### src/cbld_map.vh
`ifndef CBLD_MAP_VH
`define CBLD_MAP_VH
// ==========================================================
// register byte offsets
`define CBLD_OFF_CTRL     8'h00
`define CBLD_OFF_FREQ     8'h04
`define CBLD_OFF_HUE0     8'h08
`define CBLD_OFF_HUE1     8'h0C
`define CBLD_OFF_BLVL     8'h10
`define CBLD_OFF_CORE     8'h14
`define CBLD_OFF_LERR     8'h18
`define CBLD_OFF_STAT     8'h44
// ==========================================================
// control register field positions
`define CBLD_CTRL_PAL     0
`define CBLD_CTRL_DBYP    1
`define CBLD_CTRL_FBYP    2
`define CBLD_CTRL_FSEL    3
`define CBLD_CTRL_COREN   4
`define CBLD_CTRL_SET2    5
`define CBLD_CTRL_NFLO    6
`define CBLD_CTRL_NFHI    7
// status register field positions
`define CBLD_STAT_PRES    0
`define CBLD_STAT_FLO     1
`define CBLD_STAT_FHI     3
`define CBLD_STAT_KILL    4
// ==========================================================
// reset values
`define CBLD_RST_CTRL     8'h00
`define CBLD_RST_FREQ     32'h2000_0000
`define CBLD_RST_HUE      16'h0000
`define CBLD_RST_BLVL     8'h10
`define CBLD_RST_CORE     4'h0
// ==========================================================
// counts, lines and table phases
`define CBLD_KILL_LINES   7'h7F
`define CBLD_LINE_309     10'h135
`define CBLD_LINE_7       10'h007
`define CBLD_LINE_258     10'h102
`define CBLD_LINE_259     10'h103
`define CBLD_PH_QUARTER   6'h10
`define CBLD_PH_HALF      6'h20
`endif

### src/cbld_top.v
// The APB slave port and the register addresses were left to the implementer.
`timescale 1ns/1ns
`default_nettype none
`include "cbld_map.vh"

// Overview of operation
// - demodulate chroma by sine/cosine, then low-pass
// - burst error steers synthesizer frequency only
// - phase converted to sine/cosine by table
// - phase-advance line flag advances cosine phase
// - line kill flag when U,V burst low
// - count burstless lines; 127 arms kill
// - kill: pass video as luma, black chroma
// - kill ends after field under 127 lines
// - color-present status bit at 44h
// - field parity from vsync half-line position
// - NTSC frame bit from phase at detect
// - PAL frame bit forced by pattern, flywheels
// - 625-line pattern uses line 309 burst
// - second pattern uses lines 258/259
// - frame bit low frames 0/2, high 1/3
// - color frame bit: NTSC low, PAL phase
// - hue offset added in active video only
// - loop error captured per line, readable
// - demodulator bypass skips demodulation
// - filter bypass skips demodulation low-pass
// - coring zeroes chroma under threshold
module cbld_top (
    input  wire               clk,
    input  wire               sys_rst,
    input  wire               psel,
    input  wire               penable,
    input  wire               pwrite,
    input  wire [7:0]         paddr,
    input  wire [31:0]        pwdata,
    output reg  [31:0]        prdata,
    output wire               pready,
    output wire               pslverr,
    input  wire signed [9:0]  chroma_in,
    input  wire signed [9:0]  cr_in,
    input  wire [9:0]         luma_in,
    input  wire [9:0]         video_in,
    input  wire [9:0]         line_count,
    input  wire [10:0]        pixel_count,
    input  wire               burst_gate,
    input  wire               active_video,
    input  wire               vsync_second_half,
    input  wire               hue_select,
    output reg  [9:0]         luma_out,
    output reg  signed [10:0] u_out,
    output reg  signed [10:0] v_out,
    output reg  [2:0]         field_sequence_count,
    output reg                phase_advance_line_flag,
    output reg                color_kill_active
);

// ==========================================================
// functions
// quarter-wave sine table, full wave by symmetry
function signed [8:0] cbld_sin;
    input [5:0] p;
    reg   [3:0] i;
    reg   [7:0] m;
    begin
        i = p[4] ? ~p[3:0] : p[3:0];
        case (i)
            4'h0: m = 8'h0D;
            4'h1: m = 8'h25;
            4'h2: m = 8'h3E;
            4'h3: m = 8'h56;
            4'h4: m = 8'h6D;
            4'h5: m = 8'h83;
            4'h6: m = 8'h98;
            4'h7: m = 8'hAB;
            4'h8: m = 8'hBD;
            4'h9: m = 8'hCD;
            4'hA: m = 8'hDB;
            4'hB: m = 8'hE7;
            4'hC: m = 8'hF0;
            4'hD: m = 8'hF7;
            4'hE: m = 8'hFC;
            default: m = 8'hFF;
        endcase
        cbld_sin = p[5] ? -$signed({1'b0, m}) : $signed({1'b0, m});
    end
endfunction

// sign extension 11 to 15 bits
function signed [14:0] cbld_sx;
    input signed [10:0] a;
    begin
        cbld_sx = {{4{a[10]}}, a};
    end
endfunction

// gaussian low-pass: 1-2-1 or 1-4-6-4-1
function signed [10:0] cbld_lpf;
    input              sel;
    input signed [10:0] a;
    input signed [10:0] b;
    input signed [10:0] c;
    input signed [10:0] d;
    input signed [10:0] e;
    reg   signed [14:0] s;
    begin
        s = 15'h0000;
        if (sel) begin
            s = cbld_sx(a) + (cbld_sx(b) <<< 2) + (cbld_sx(c) <<< 2)
                + (cbld_sx(c) <<< 1) + (cbld_sx(d) <<< 2) + cbld_sx(e);
            cbld_lpf = s[14:4];
        end else begin
            s = cbld_sx(a) + (cbld_sx(b) <<< 1) + cbld_sx(c);
            cbld_lpf = s[12:2];
        end
    end
endfunction

// magnitude of an 11-bit signed sample
function [10:0] cbld_abs;
    input signed [10:0] x;
    begin
        cbld_abs = x[10] ? -x : x;
    end
endfunction

// coring: small magnitudes forced to zero
function signed [10:0] cbld_core;
    input              en;
    input [3:0]        thr;
    input signed [10:0] x;
    begin
        if (en && (cbld_abs(x) < {7'h00, thr}))
            cbld_core = 11'h000;
        else
            cbld_core = x;
    end
endfunction

// ==========================================================
// register file over apb
reg  [7:0]  ctrl;
reg  [31:0] freq;
reg  [15:0] hue0;
reg  [15:0] hue1;
reg  [7:0]  blvl;
reg  [3:0]  core_thr;
reg  [7:0]  loop_err;
reg  [31:0] next_rdata;
reg         hit;

wire pal      = ctrl[`CBLD_CTRL_PAL];
wire apb_wr   = psel & penable & pwrite;
wire apb_set  = psel & ~penable;
wire color_present_status = ~color_kill_active;

assign pready  = 1'b1;
assign pslverr = psel & penable & ~hit;

// read mux and address decode
always @* begin
    next_rdata = 32'h0000_0000;
    hit        = 1'b1;
    if (paddr == `CBLD_OFF_CTRL) begin
        next_rdata = {24'h000000, ctrl};
    end else if (paddr == `CBLD_OFF_FREQ) begin
        next_rdata = freq;
    end else if (paddr == `CBLD_OFF_HUE0) begin
        next_rdata = {16'h0000, hue0};
    end else if (paddr == `CBLD_OFF_HUE1) begin
        next_rdata = {16'h0000, hue1};
    end else if (paddr == `CBLD_OFF_BLVL) begin
        next_rdata = {24'h000000, blvl};
    end else if (paddr == `CBLD_OFF_CORE) begin
        next_rdata = {28'h0000000, core_thr};
    end else if (paddr == `CBLD_OFF_LERR) begin
        next_rdata = {24'h000000, loop_err};
    end else if (paddr == `CBLD_OFF_STAT) begin
        next_rdata = {27'h0000000, color_kill_active,
                      field_sequence_count, color_present_status};
    end else begin
        hit = 1'b0;
    end
end

// register writes and read data capture
always @(posedge clk or posedge sys_rst) begin
    if (sys_rst) begin
        ctrl     <= `CBLD_RST_CTRL;
        freq     <= `CBLD_RST_FREQ;
        hue0     <= `CBLD_RST_HUE;
        hue1     <= `CBLD_RST_HUE;
        blvl     <= `CBLD_RST_BLVL;
        core_thr <= `CBLD_RST_CORE;
        prdata   <= 32'h0000_0000;
    end else begin
        if (apb_set)
            prdata <= pwrite ? 32'h0000_0000 : next_rdata;
        if (apb_wr) begin
            if (paddr == `CBLD_OFF_CTRL)
                ctrl <= pwdata[7:0];
            else if (paddr == `CBLD_OFF_FREQ)
                freq <= pwdata;
            else if (paddr == `CBLD_OFF_HUE0)
                hue0 <= pwdata[15:0];
            else if (paddr == `CBLD_OFF_HUE1)
                hue1 <= pwdata[15:0];
            else if (paddr == `CBLD_OFF_BLVL)
                blvl <= pwdata[7:0];
            else if (paddr == `CBLD_OFF_CORE)
                core_thr <= pwdata[3:0];
        end
    end
end

// ==========================================================
// timing events
wire line_start  = (pixel_count == 11'h000);
wire field_start = (line_count == 10'h000) &&
                   (pixel_count == {9'h000, ctrl[`CBLD_CTRL_NFHI:`CBLD_CTRL_NFLO]});
reg  burst_d;
wire burst_end   = burst_d & ~burst_gate;

// ==========================================================
// subcarrier synthesizer and burst loop
reg  [31:0]        phase;
reg  signed [31:0] freq_adj;
reg  signed [19:0] err_acc;
wire [31:0]        hue_off = active_video ?
                             {(hue_select ? hue1 : hue0), 16'h0000} : 32'h0000_0000;
wire [31:0]        demod_ph = phase + hue_off;
wire [5:0]         sin_idx  = demod_ph[31:26];
wire [5:0]         cos_idx  = sin_idx + `CBLD_PH_QUARTER +
                              (phase_advance_line_flag ? `CBLD_PH_HALF : 6'h00);
wire signed [8:0]  sin_v    = cbld_sin(sin_idx);
wire signed [8:0]  cos_v    = cbld_sin(cos_idx);
wire signed [18:0] u_prod   = chroma_in * sin_v;
wire signed [18:0] v_prod   = chroma_in * cos_v;
wire signed [10:0] u_mix    = u_prod[18:8];
wire signed [10:0] v_mix    = v_prod[18:8];
wire signed [19:0] v_ext    = {{9{v_mix[10]}}, v_mix};

// oscillator with integral frequency correction only
always @(posedge clk or posedge sys_rst) begin
    if (sys_rst) begin
        phase    <= 32'h0000_0000;
        freq_adj <= 32'h0000_0000;
        err_acc  <= 20'h00000;
        loop_err <= 8'h00;
        burst_d  <= 1'b0;
    end else begin
        burst_d <= burst_gate;
        phase   <= phase + freq + freq_adj;
        if (burst_gate) begin
            err_acc <= err_acc + v_ext;
        end else if (burst_end) begin
            err_acc  <= 20'h00000;
            freq_adj <= freq_adj - {{12{err_acc[19]}}, err_acc};
            loop_err <= err_acc[17:10];
        end
    end
end

// phase-advance line flag toggles per line in pal only
always @(posedge clk or posedge sys_rst) begin
    if (sys_rst) begin
        phase_advance_line_flag <= 1'b0;
    end else if (!pal) begin
        phase_advance_line_flag <= 1'b0;
    end else if (field_start) begin
        phase_advance_line_flag <= 1'b0;
    end else if (line_start) begin
        phase_advance_line_flag <= ~phase_advance_line_flag;
    end
end

// ==========================================================
// demodulation, bypasses, filters, coring
wire               dmod_by = ctrl[`CBLD_CTRL_DBYP];
wire signed [10:0] u_src   = dmod_by ? {chroma_in[9], chroma_in} : u_mix;
wire signed [10:0] v_src   = dmod_by ? {cr_in[9], cr_in} : v_mix;
reg  signed [10:0] u_d1;
reg  signed [10:0] u_d2;
reg  signed [10:0] u_d3;
reg  signed [10:0] u_d4;
reg  signed [10:0] v_d1;
reg  signed [10:0] v_d2;
reg  signed [10:0] v_d3;
reg  signed [10:0] v_d4;
wire               fsel    = ctrl[`CBLD_CTRL_FSEL];
wire signed [10:0] u_lpf   = cbld_lpf(fsel, u_src, u_d1, u_d2, u_d3, u_d4);
wire signed [10:0] v_lpf   = cbld_lpf(fsel, v_src, v_d1, v_d2, v_d3, v_d4);
wire signed [10:0] u_flt   = ctrl[`CBLD_CTRL_FBYP] ? u_src : u_lpf;
wire signed [10:0] v_flt   = ctrl[`CBLD_CTRL_FBYP] ? v_src : v_lpf;
wire               core_en = ctrl[`CBLD_CTRL_COREN];

// filter taps and output stage
always @(posedge clk or posedge sys_rst) begin
    if (sys_rst) begin
        u_d1     <= 11'h000;
        u_d2     <= 11'h000;
        u_d3     <= 11'h000;
        u_d4     <= 11'h000;
        v_d1     <= 11'h000;
        v_d2     <= 11'h000;
        v_d3     <= 11'h000;
        v_d4     <= 11'h000;
        u_out    <= 11'h000;
        v_out    <= 11'h000;
        luma_out <= 10'h000;
    end else begin
        u_d1 <= u_src;
        u_d2 <= u_d1;
        u_d3 <= u_d2;
        u_d4 <= u_d3;
        v_d1 <= v_src;
        v_d2 <= v_d1;
        v_d3 <= v_d2;
        v_d4 <= v_d3;
        if (color_kill_active) begin
            u_out    <= 11'h000;
            v_out    <= 11'h000;
            luma_out <= video_in;
        end else begin
            u_out    <= cbld_core(core_en, core_thr, u_flt);
            v_out    <= cbld_core(core_en, core_thr, v_flt);
            luma_out <= luma_in;
        end
    end
end

// ==========================================================
// color kill detection
reg  [9:0] u_peak;
reg  [9:0] v_peak;
reg  [6:0] kill_count;
wire [10:0] u_mag = cbld_abs(u_mix);
wire [10:0] v_mag = cbld_abs(v_mix);
wire line_kill = (u_peak < {2'b00, blvl}) && (v_peak < {2'b00, blvl});

// burst peaks, burstless line count, kill state
always @(posedge clk or posedge sys_rst) begin
    if (sys_rst) begin
        u_peak            <= 10'h000;
        v_peak            <= 10'h000;
        kill_count        <= 7'h00;
        color_kill_active <= 1'b0;
    end else begin
        if (burst_gate) begin
            if (u_mag[9:0] > u_peak)
                u_peak <= u_mag[9:0];
            if (v_mag[9:0] > v_peak)
                v_peak <= v_mag[9:0];
        end else if (burst_end) begin
            u_peak <= 10'h000;
            v_peak <= 10'h000;
        end
        if (field_start) begin
            color_kill_active <= (kill_count == `CBLD_KILL_LINES);
            kill_count        <= 7'h00;
        end else if (burst_end && line_kill &&
                     kill_count != `CBLD_KILL_LINES) begin
            kill_count <= kill_count + 7'h01;
        end
    end
end

// ==========================================================
// field sequence identification
wire burst_seen = ~line_kill;

// parity, frame bit and color frame bit
always @(posedge clk or posedge sys_rst) begin
    if (sys_rst) begin
        field_sequence_count <= 3'b000;
    end else begin
        if (field_start) begin
            field_sequence_count[0] <= vsync_second_half;
            if (!pal) begin
                field_sequence_count[1] <= phase[31];
                field_sequence_count[2] <= 1'b0;
            end else begin
                field_sequence_count[2] <= phase[31];
                if (field_sequence_count[0] && !vsync_second_half)
                    field_sequence_count[1] <= ~field_sequence_count[1];
            end
        end else if (pal && burst_end) begin
            if (!ctrl[`CBLD_CTRL_SET2]) begin
                if (line_count == `CBLD_LINE_309)
                    field_sequence_count[1] <= burst_seen;
            end else if (line_count == `CBLD_LINE_258) begin
                field_sequence_count[1] <= ~burst_seen;
            end else if (line_count == `CBLD_LINE_259) begin
                field_sequence_count[1] <= burst_seen;
            end
        end
    end
end

endmodule
`default_nettype wire

### config.mk
export PLATFORM = sky130hd
export DESIGN_NAME = cbld_top
export DESIGN_NICKNAME = d
export VERILOG_FILES = /design/src/cbld_top.v
export VERILOG_INCLUDE_DIRS = /design/src
export SDC_FILE = /design/constraint.sdc
export NUM_CORES = 2
export LEC_CHECK = 0
export BUFFER_PORTS_ARGS = -buffer_cell sky130_fd_sc_hd__buf_4
export CAP_MARGIN = 20
export CELL_PAD_IN_SITES_DETAIL_PLACEMENT = 1
export CELL_PAD_IN_SITES_GLOBAL_PLACEMENT = 1
export CORE_ASPECT_RATIO = 1.25
export CORE_MARGIN = 2
export CORE_UTILIZATION = 45
export CTS_CLUSTER_DIAMETER = 50
export DETAILED_ROUTE_END_ITERATION = 16
export PLACE_DENSITY = 0.76
export SLEW_MARGIN = 10
export SYNTH_ARGS = -nofsm -noshare
export SYNTH_HDL_FRONTEND = slang
export SYNTH_SLANG_ARGS = --single-unit
### constraint.sdc
create_clock -name clk -period 16 [get_ports clk]
set_input_delay 2.4 -clock clk [delete_from_list [all_inputs] [get_ports clk]]
set_output_delay 2.4 -clock clk [all_outputs]
set_load 0.01 [all_outputs]
==> impl_metrics.csv <==
group,metric,value,unit
logic_synthesis,synthCells,3390,
finish,final_common_cell,"inv_1",
timing,finalCriticalPeriod,15.63,ns
clocking,root_buffer,"clkbuf_16",
grt,overflow,0,
setup_path,r2r_slack,1.81,ns
floorplan,rows,110,
grt,antenna_found_initial,3,
drt,routedWlPerCell,21.6,um
floorplan,die_x,244,um
floorplan,core_area,71700,um^2
finish,mostFrequentLayoutCells,"inv_1, buf_4, dfrtp_1",
placement,gp_congestion,0.889,
logic_synthesis,synth_edf_count,0,
drt,first_pass_iters,6,
drt,ant_nets,0,
timing,worst_pin_slew,1.08,ns
grt,grt_use_met1,31.7,%
clocking,clk_pin_slew_worst_paths,0.06,ns
floorplan,start_util,45.3,%
finish,nNetsFinal,4490,
setup_path,slowest_stage,"fa_1",
min_path,hold_depth,0,
setup_path,start_kind,"input port",
floorplan,dieArea,74400,um^2
timing,setup_viol,0,
grt,grt_pass1_wl,164000,um
min_path,hp-start,"u_d3[0]",
logic_synthesis,synth_top_cell_area_share,27.6,%
timing,relSlewSlack,27.9,%
floorplan,ios,181,
timing,max_freq,0.0640,GHz
finish,synthToLayoutAreaGrowth,20.9,%
min_path,hp-class,"reg -> reg",
finish,drive_above_1_share,20.2,%
clocking,cts_tree,"yes",
grt,grt.total_usage,28.0,%
placement,hpwl,81000,um
setup_path,r2r-start,"hue1[1]",
clocking,clockBufferDepth,3,
min_path,holdPathEnd,"u_d4[0]",
status,status,"completed",
timing,totalNegativeSetupSlack,0,ns
placement,dp.cells,4697,
logic_synthesis,syn_area,32500,um^2
timing,hold_viol,0,
drt,route.vias.total,26900,
clocking,clkLatencyLatePin,0.63,ns
finish,instances_no_fill,4810,
placement,port_buffers,179,
setup_path,reg2reg_to,"v_out[2]",
grt,grt_use_met3,3.47,%
finish,postLayoutCoreUtil,54.8,%
grt,met2_usage,51.6,%
setup_path,worst_path_largest_cell_delay,0.55,ns
timing,slew_violations,0,
timing,clock_skew,0.0278,ns
logic_synthesis,ys_ff_latch,361,
setup_path,end_kind,"register",
logic_synthesis,synthArstFlopShare,100,%
logic_synthesis,syn_nets,4065,
job,cap_violations,0,
logic_synthesis,synth_largest_area_cell,"dfrtp_1",
setup_path,worst-setup-path-type,"in -> reg",
logic_synthesis,syn_avg_cell_area,9.58,um^2
drt,drt_wl_total,104000,um
logic_synthesis,synth.yosys.warnings,0,
drt,drtIter0Drc,1327,
grt,grt_max_degree,168,
drt,vias_per_cell,5.60,
clocking,cts-htree-levels,2,
grt,grt_pass1_vias,30100,
grt,top_usage_layer,"met2",
drt,drc,0,
timing,whs,0.380,ns
floorplan,die_h,304,um
setup_path,worst-r2r-cell-count,62,
setup_path,crit_fanout,10,
logic_synthesis,synth_cell_type_count,96,
logic_synthesis,yosys-top-cells-area,"dfrtp_1, fa_1, ha_1",
logic_synthesis,yosysSeqAreaShare,27.8,%
setup_path,worstPathRequired,16.48,ns
setup_path,crit_arrival,16.11,ns
logic_synthesis,synth_top_flop_cell,"dfrtp_1",
timing,min_period_over_period,97.7,%
clocking,cts.sinks,361,
clocking,cts_buffers,49,
worst max-delay path, delay by kind of cell:
family | cells | cell delay, ns
fa+ha+maj | 14 | 5.24
compound gates | 16 | 3.33
simple gates | 17 | 3.10
buf+inv | 12 | 0.98
mux | 3 | 0.82
xor+xnor | 1 | 0.18
worst max path at each step:
| stage | from | slack (ns) | end | cells past startpoint |
|---|---|---|---|---|
| 6_report | hue_select | 0.37 | v_out[2] | 63 |
| 5_1_grt | hue_select | -0.22 | v_out[0] | 60 |
| 4_1_cts | hue_select | 0.04 | v_out[0] | 65 |
| 3_5_place_dp | hue_select | -0.58 | v_out[0] | 64 |
| 3_3_place_gp | hue_select | -0.16 | v_out[0] | 64 |
| 2_1_floorplan | hue_select | 0.001 | u_out[3] | 64 |
routing by layer:
layer	vias to the layer above	wire length, um
li1	12200	-
met1	13800	39800
met2	600	54800
met3	266	3510
met4	4	5750
met5	-	33
Yosys cell counts (31+ instances only):
cell,number
inv_1,535
dfrtp_1,359
fa_1,301
nand2_1,283
ha_1,264
nor2_1,175
o21ai_0,163
xnor2_1,128
a21oi_1,124
mux2_2,96
and2_1,85
clkbuf_1,79
nor2b_1,61
nand3_1,47
nor3_1,46
o31ai_1,45
xor2_1,37
a211oi_1,35
mux2i_1,33
nand2b_1,31
layout make-up:
type / instances / area (um^2)
sequential: 361 / 9040
fill: 8064 / 32400
tap: 952 / 1190
inverter: 538 / 2030
clock inverter: 32 / 393
timing repair buffer: 476 / 3640
multi-input combinational: 2389 / 21700
clock buffer: 60 / 1340
antenna: 2 / 5.00
sequential cells by signal (all words and copies together), names as in the netlist, 8 cells and up:
signal	cells
u_d1	11
freq_adj	32
loop_err	8
v_d1	11
v_d4	11
freq	32
hue0	16
phase	32
luma_out	10
u_d3	11
err_acc	20
blvl	8
ctrl	8
u_out	11
hue1	16
v_d2	11
prdata	32
u_d2	11
u_d4	11
u_peak	10
v_peak	10
v_d3	11
v_out	11
cells by family after synthesis:
group | count (synthesis) | synth area share [%]
xor gates and xnor gates | 168 | 4.62
AOI/OAI and AO/OA | 646 | 13.6
and+or+nand+nor | 878 | 13.4
muxes | 130 | 4.39
buffers and inverters | 641 | 7.48
adders and majority gates | 565 | 28.7
DFF | 361 | 27.8
other | 1 | 0.0115
metrics by stage:
stage | area [um^2] | setup slack, ns
6_report | 39300 | 0.374
5_1_grt | 39300 | -0.220
4_1_cts | 38700 | 0.0370
3_5_place_dp | 37000 | -0.575
3_3_place_gp | 37000 | -0.162
2_1_floorplan | 32800 | 0.00109
what timing repair did:
action                     in CTS  in global routing
setup endpoints to repair       9                 22
pin swaps                       0                 37
hold buffers                    0                  0
buffers inserted                0                 17
resized for setup               2                 79
gates cloned                    0                  1
Power is not shown: default switching activity piles up to over one toggle a cycle in this logic, so the estimate is an artifact.
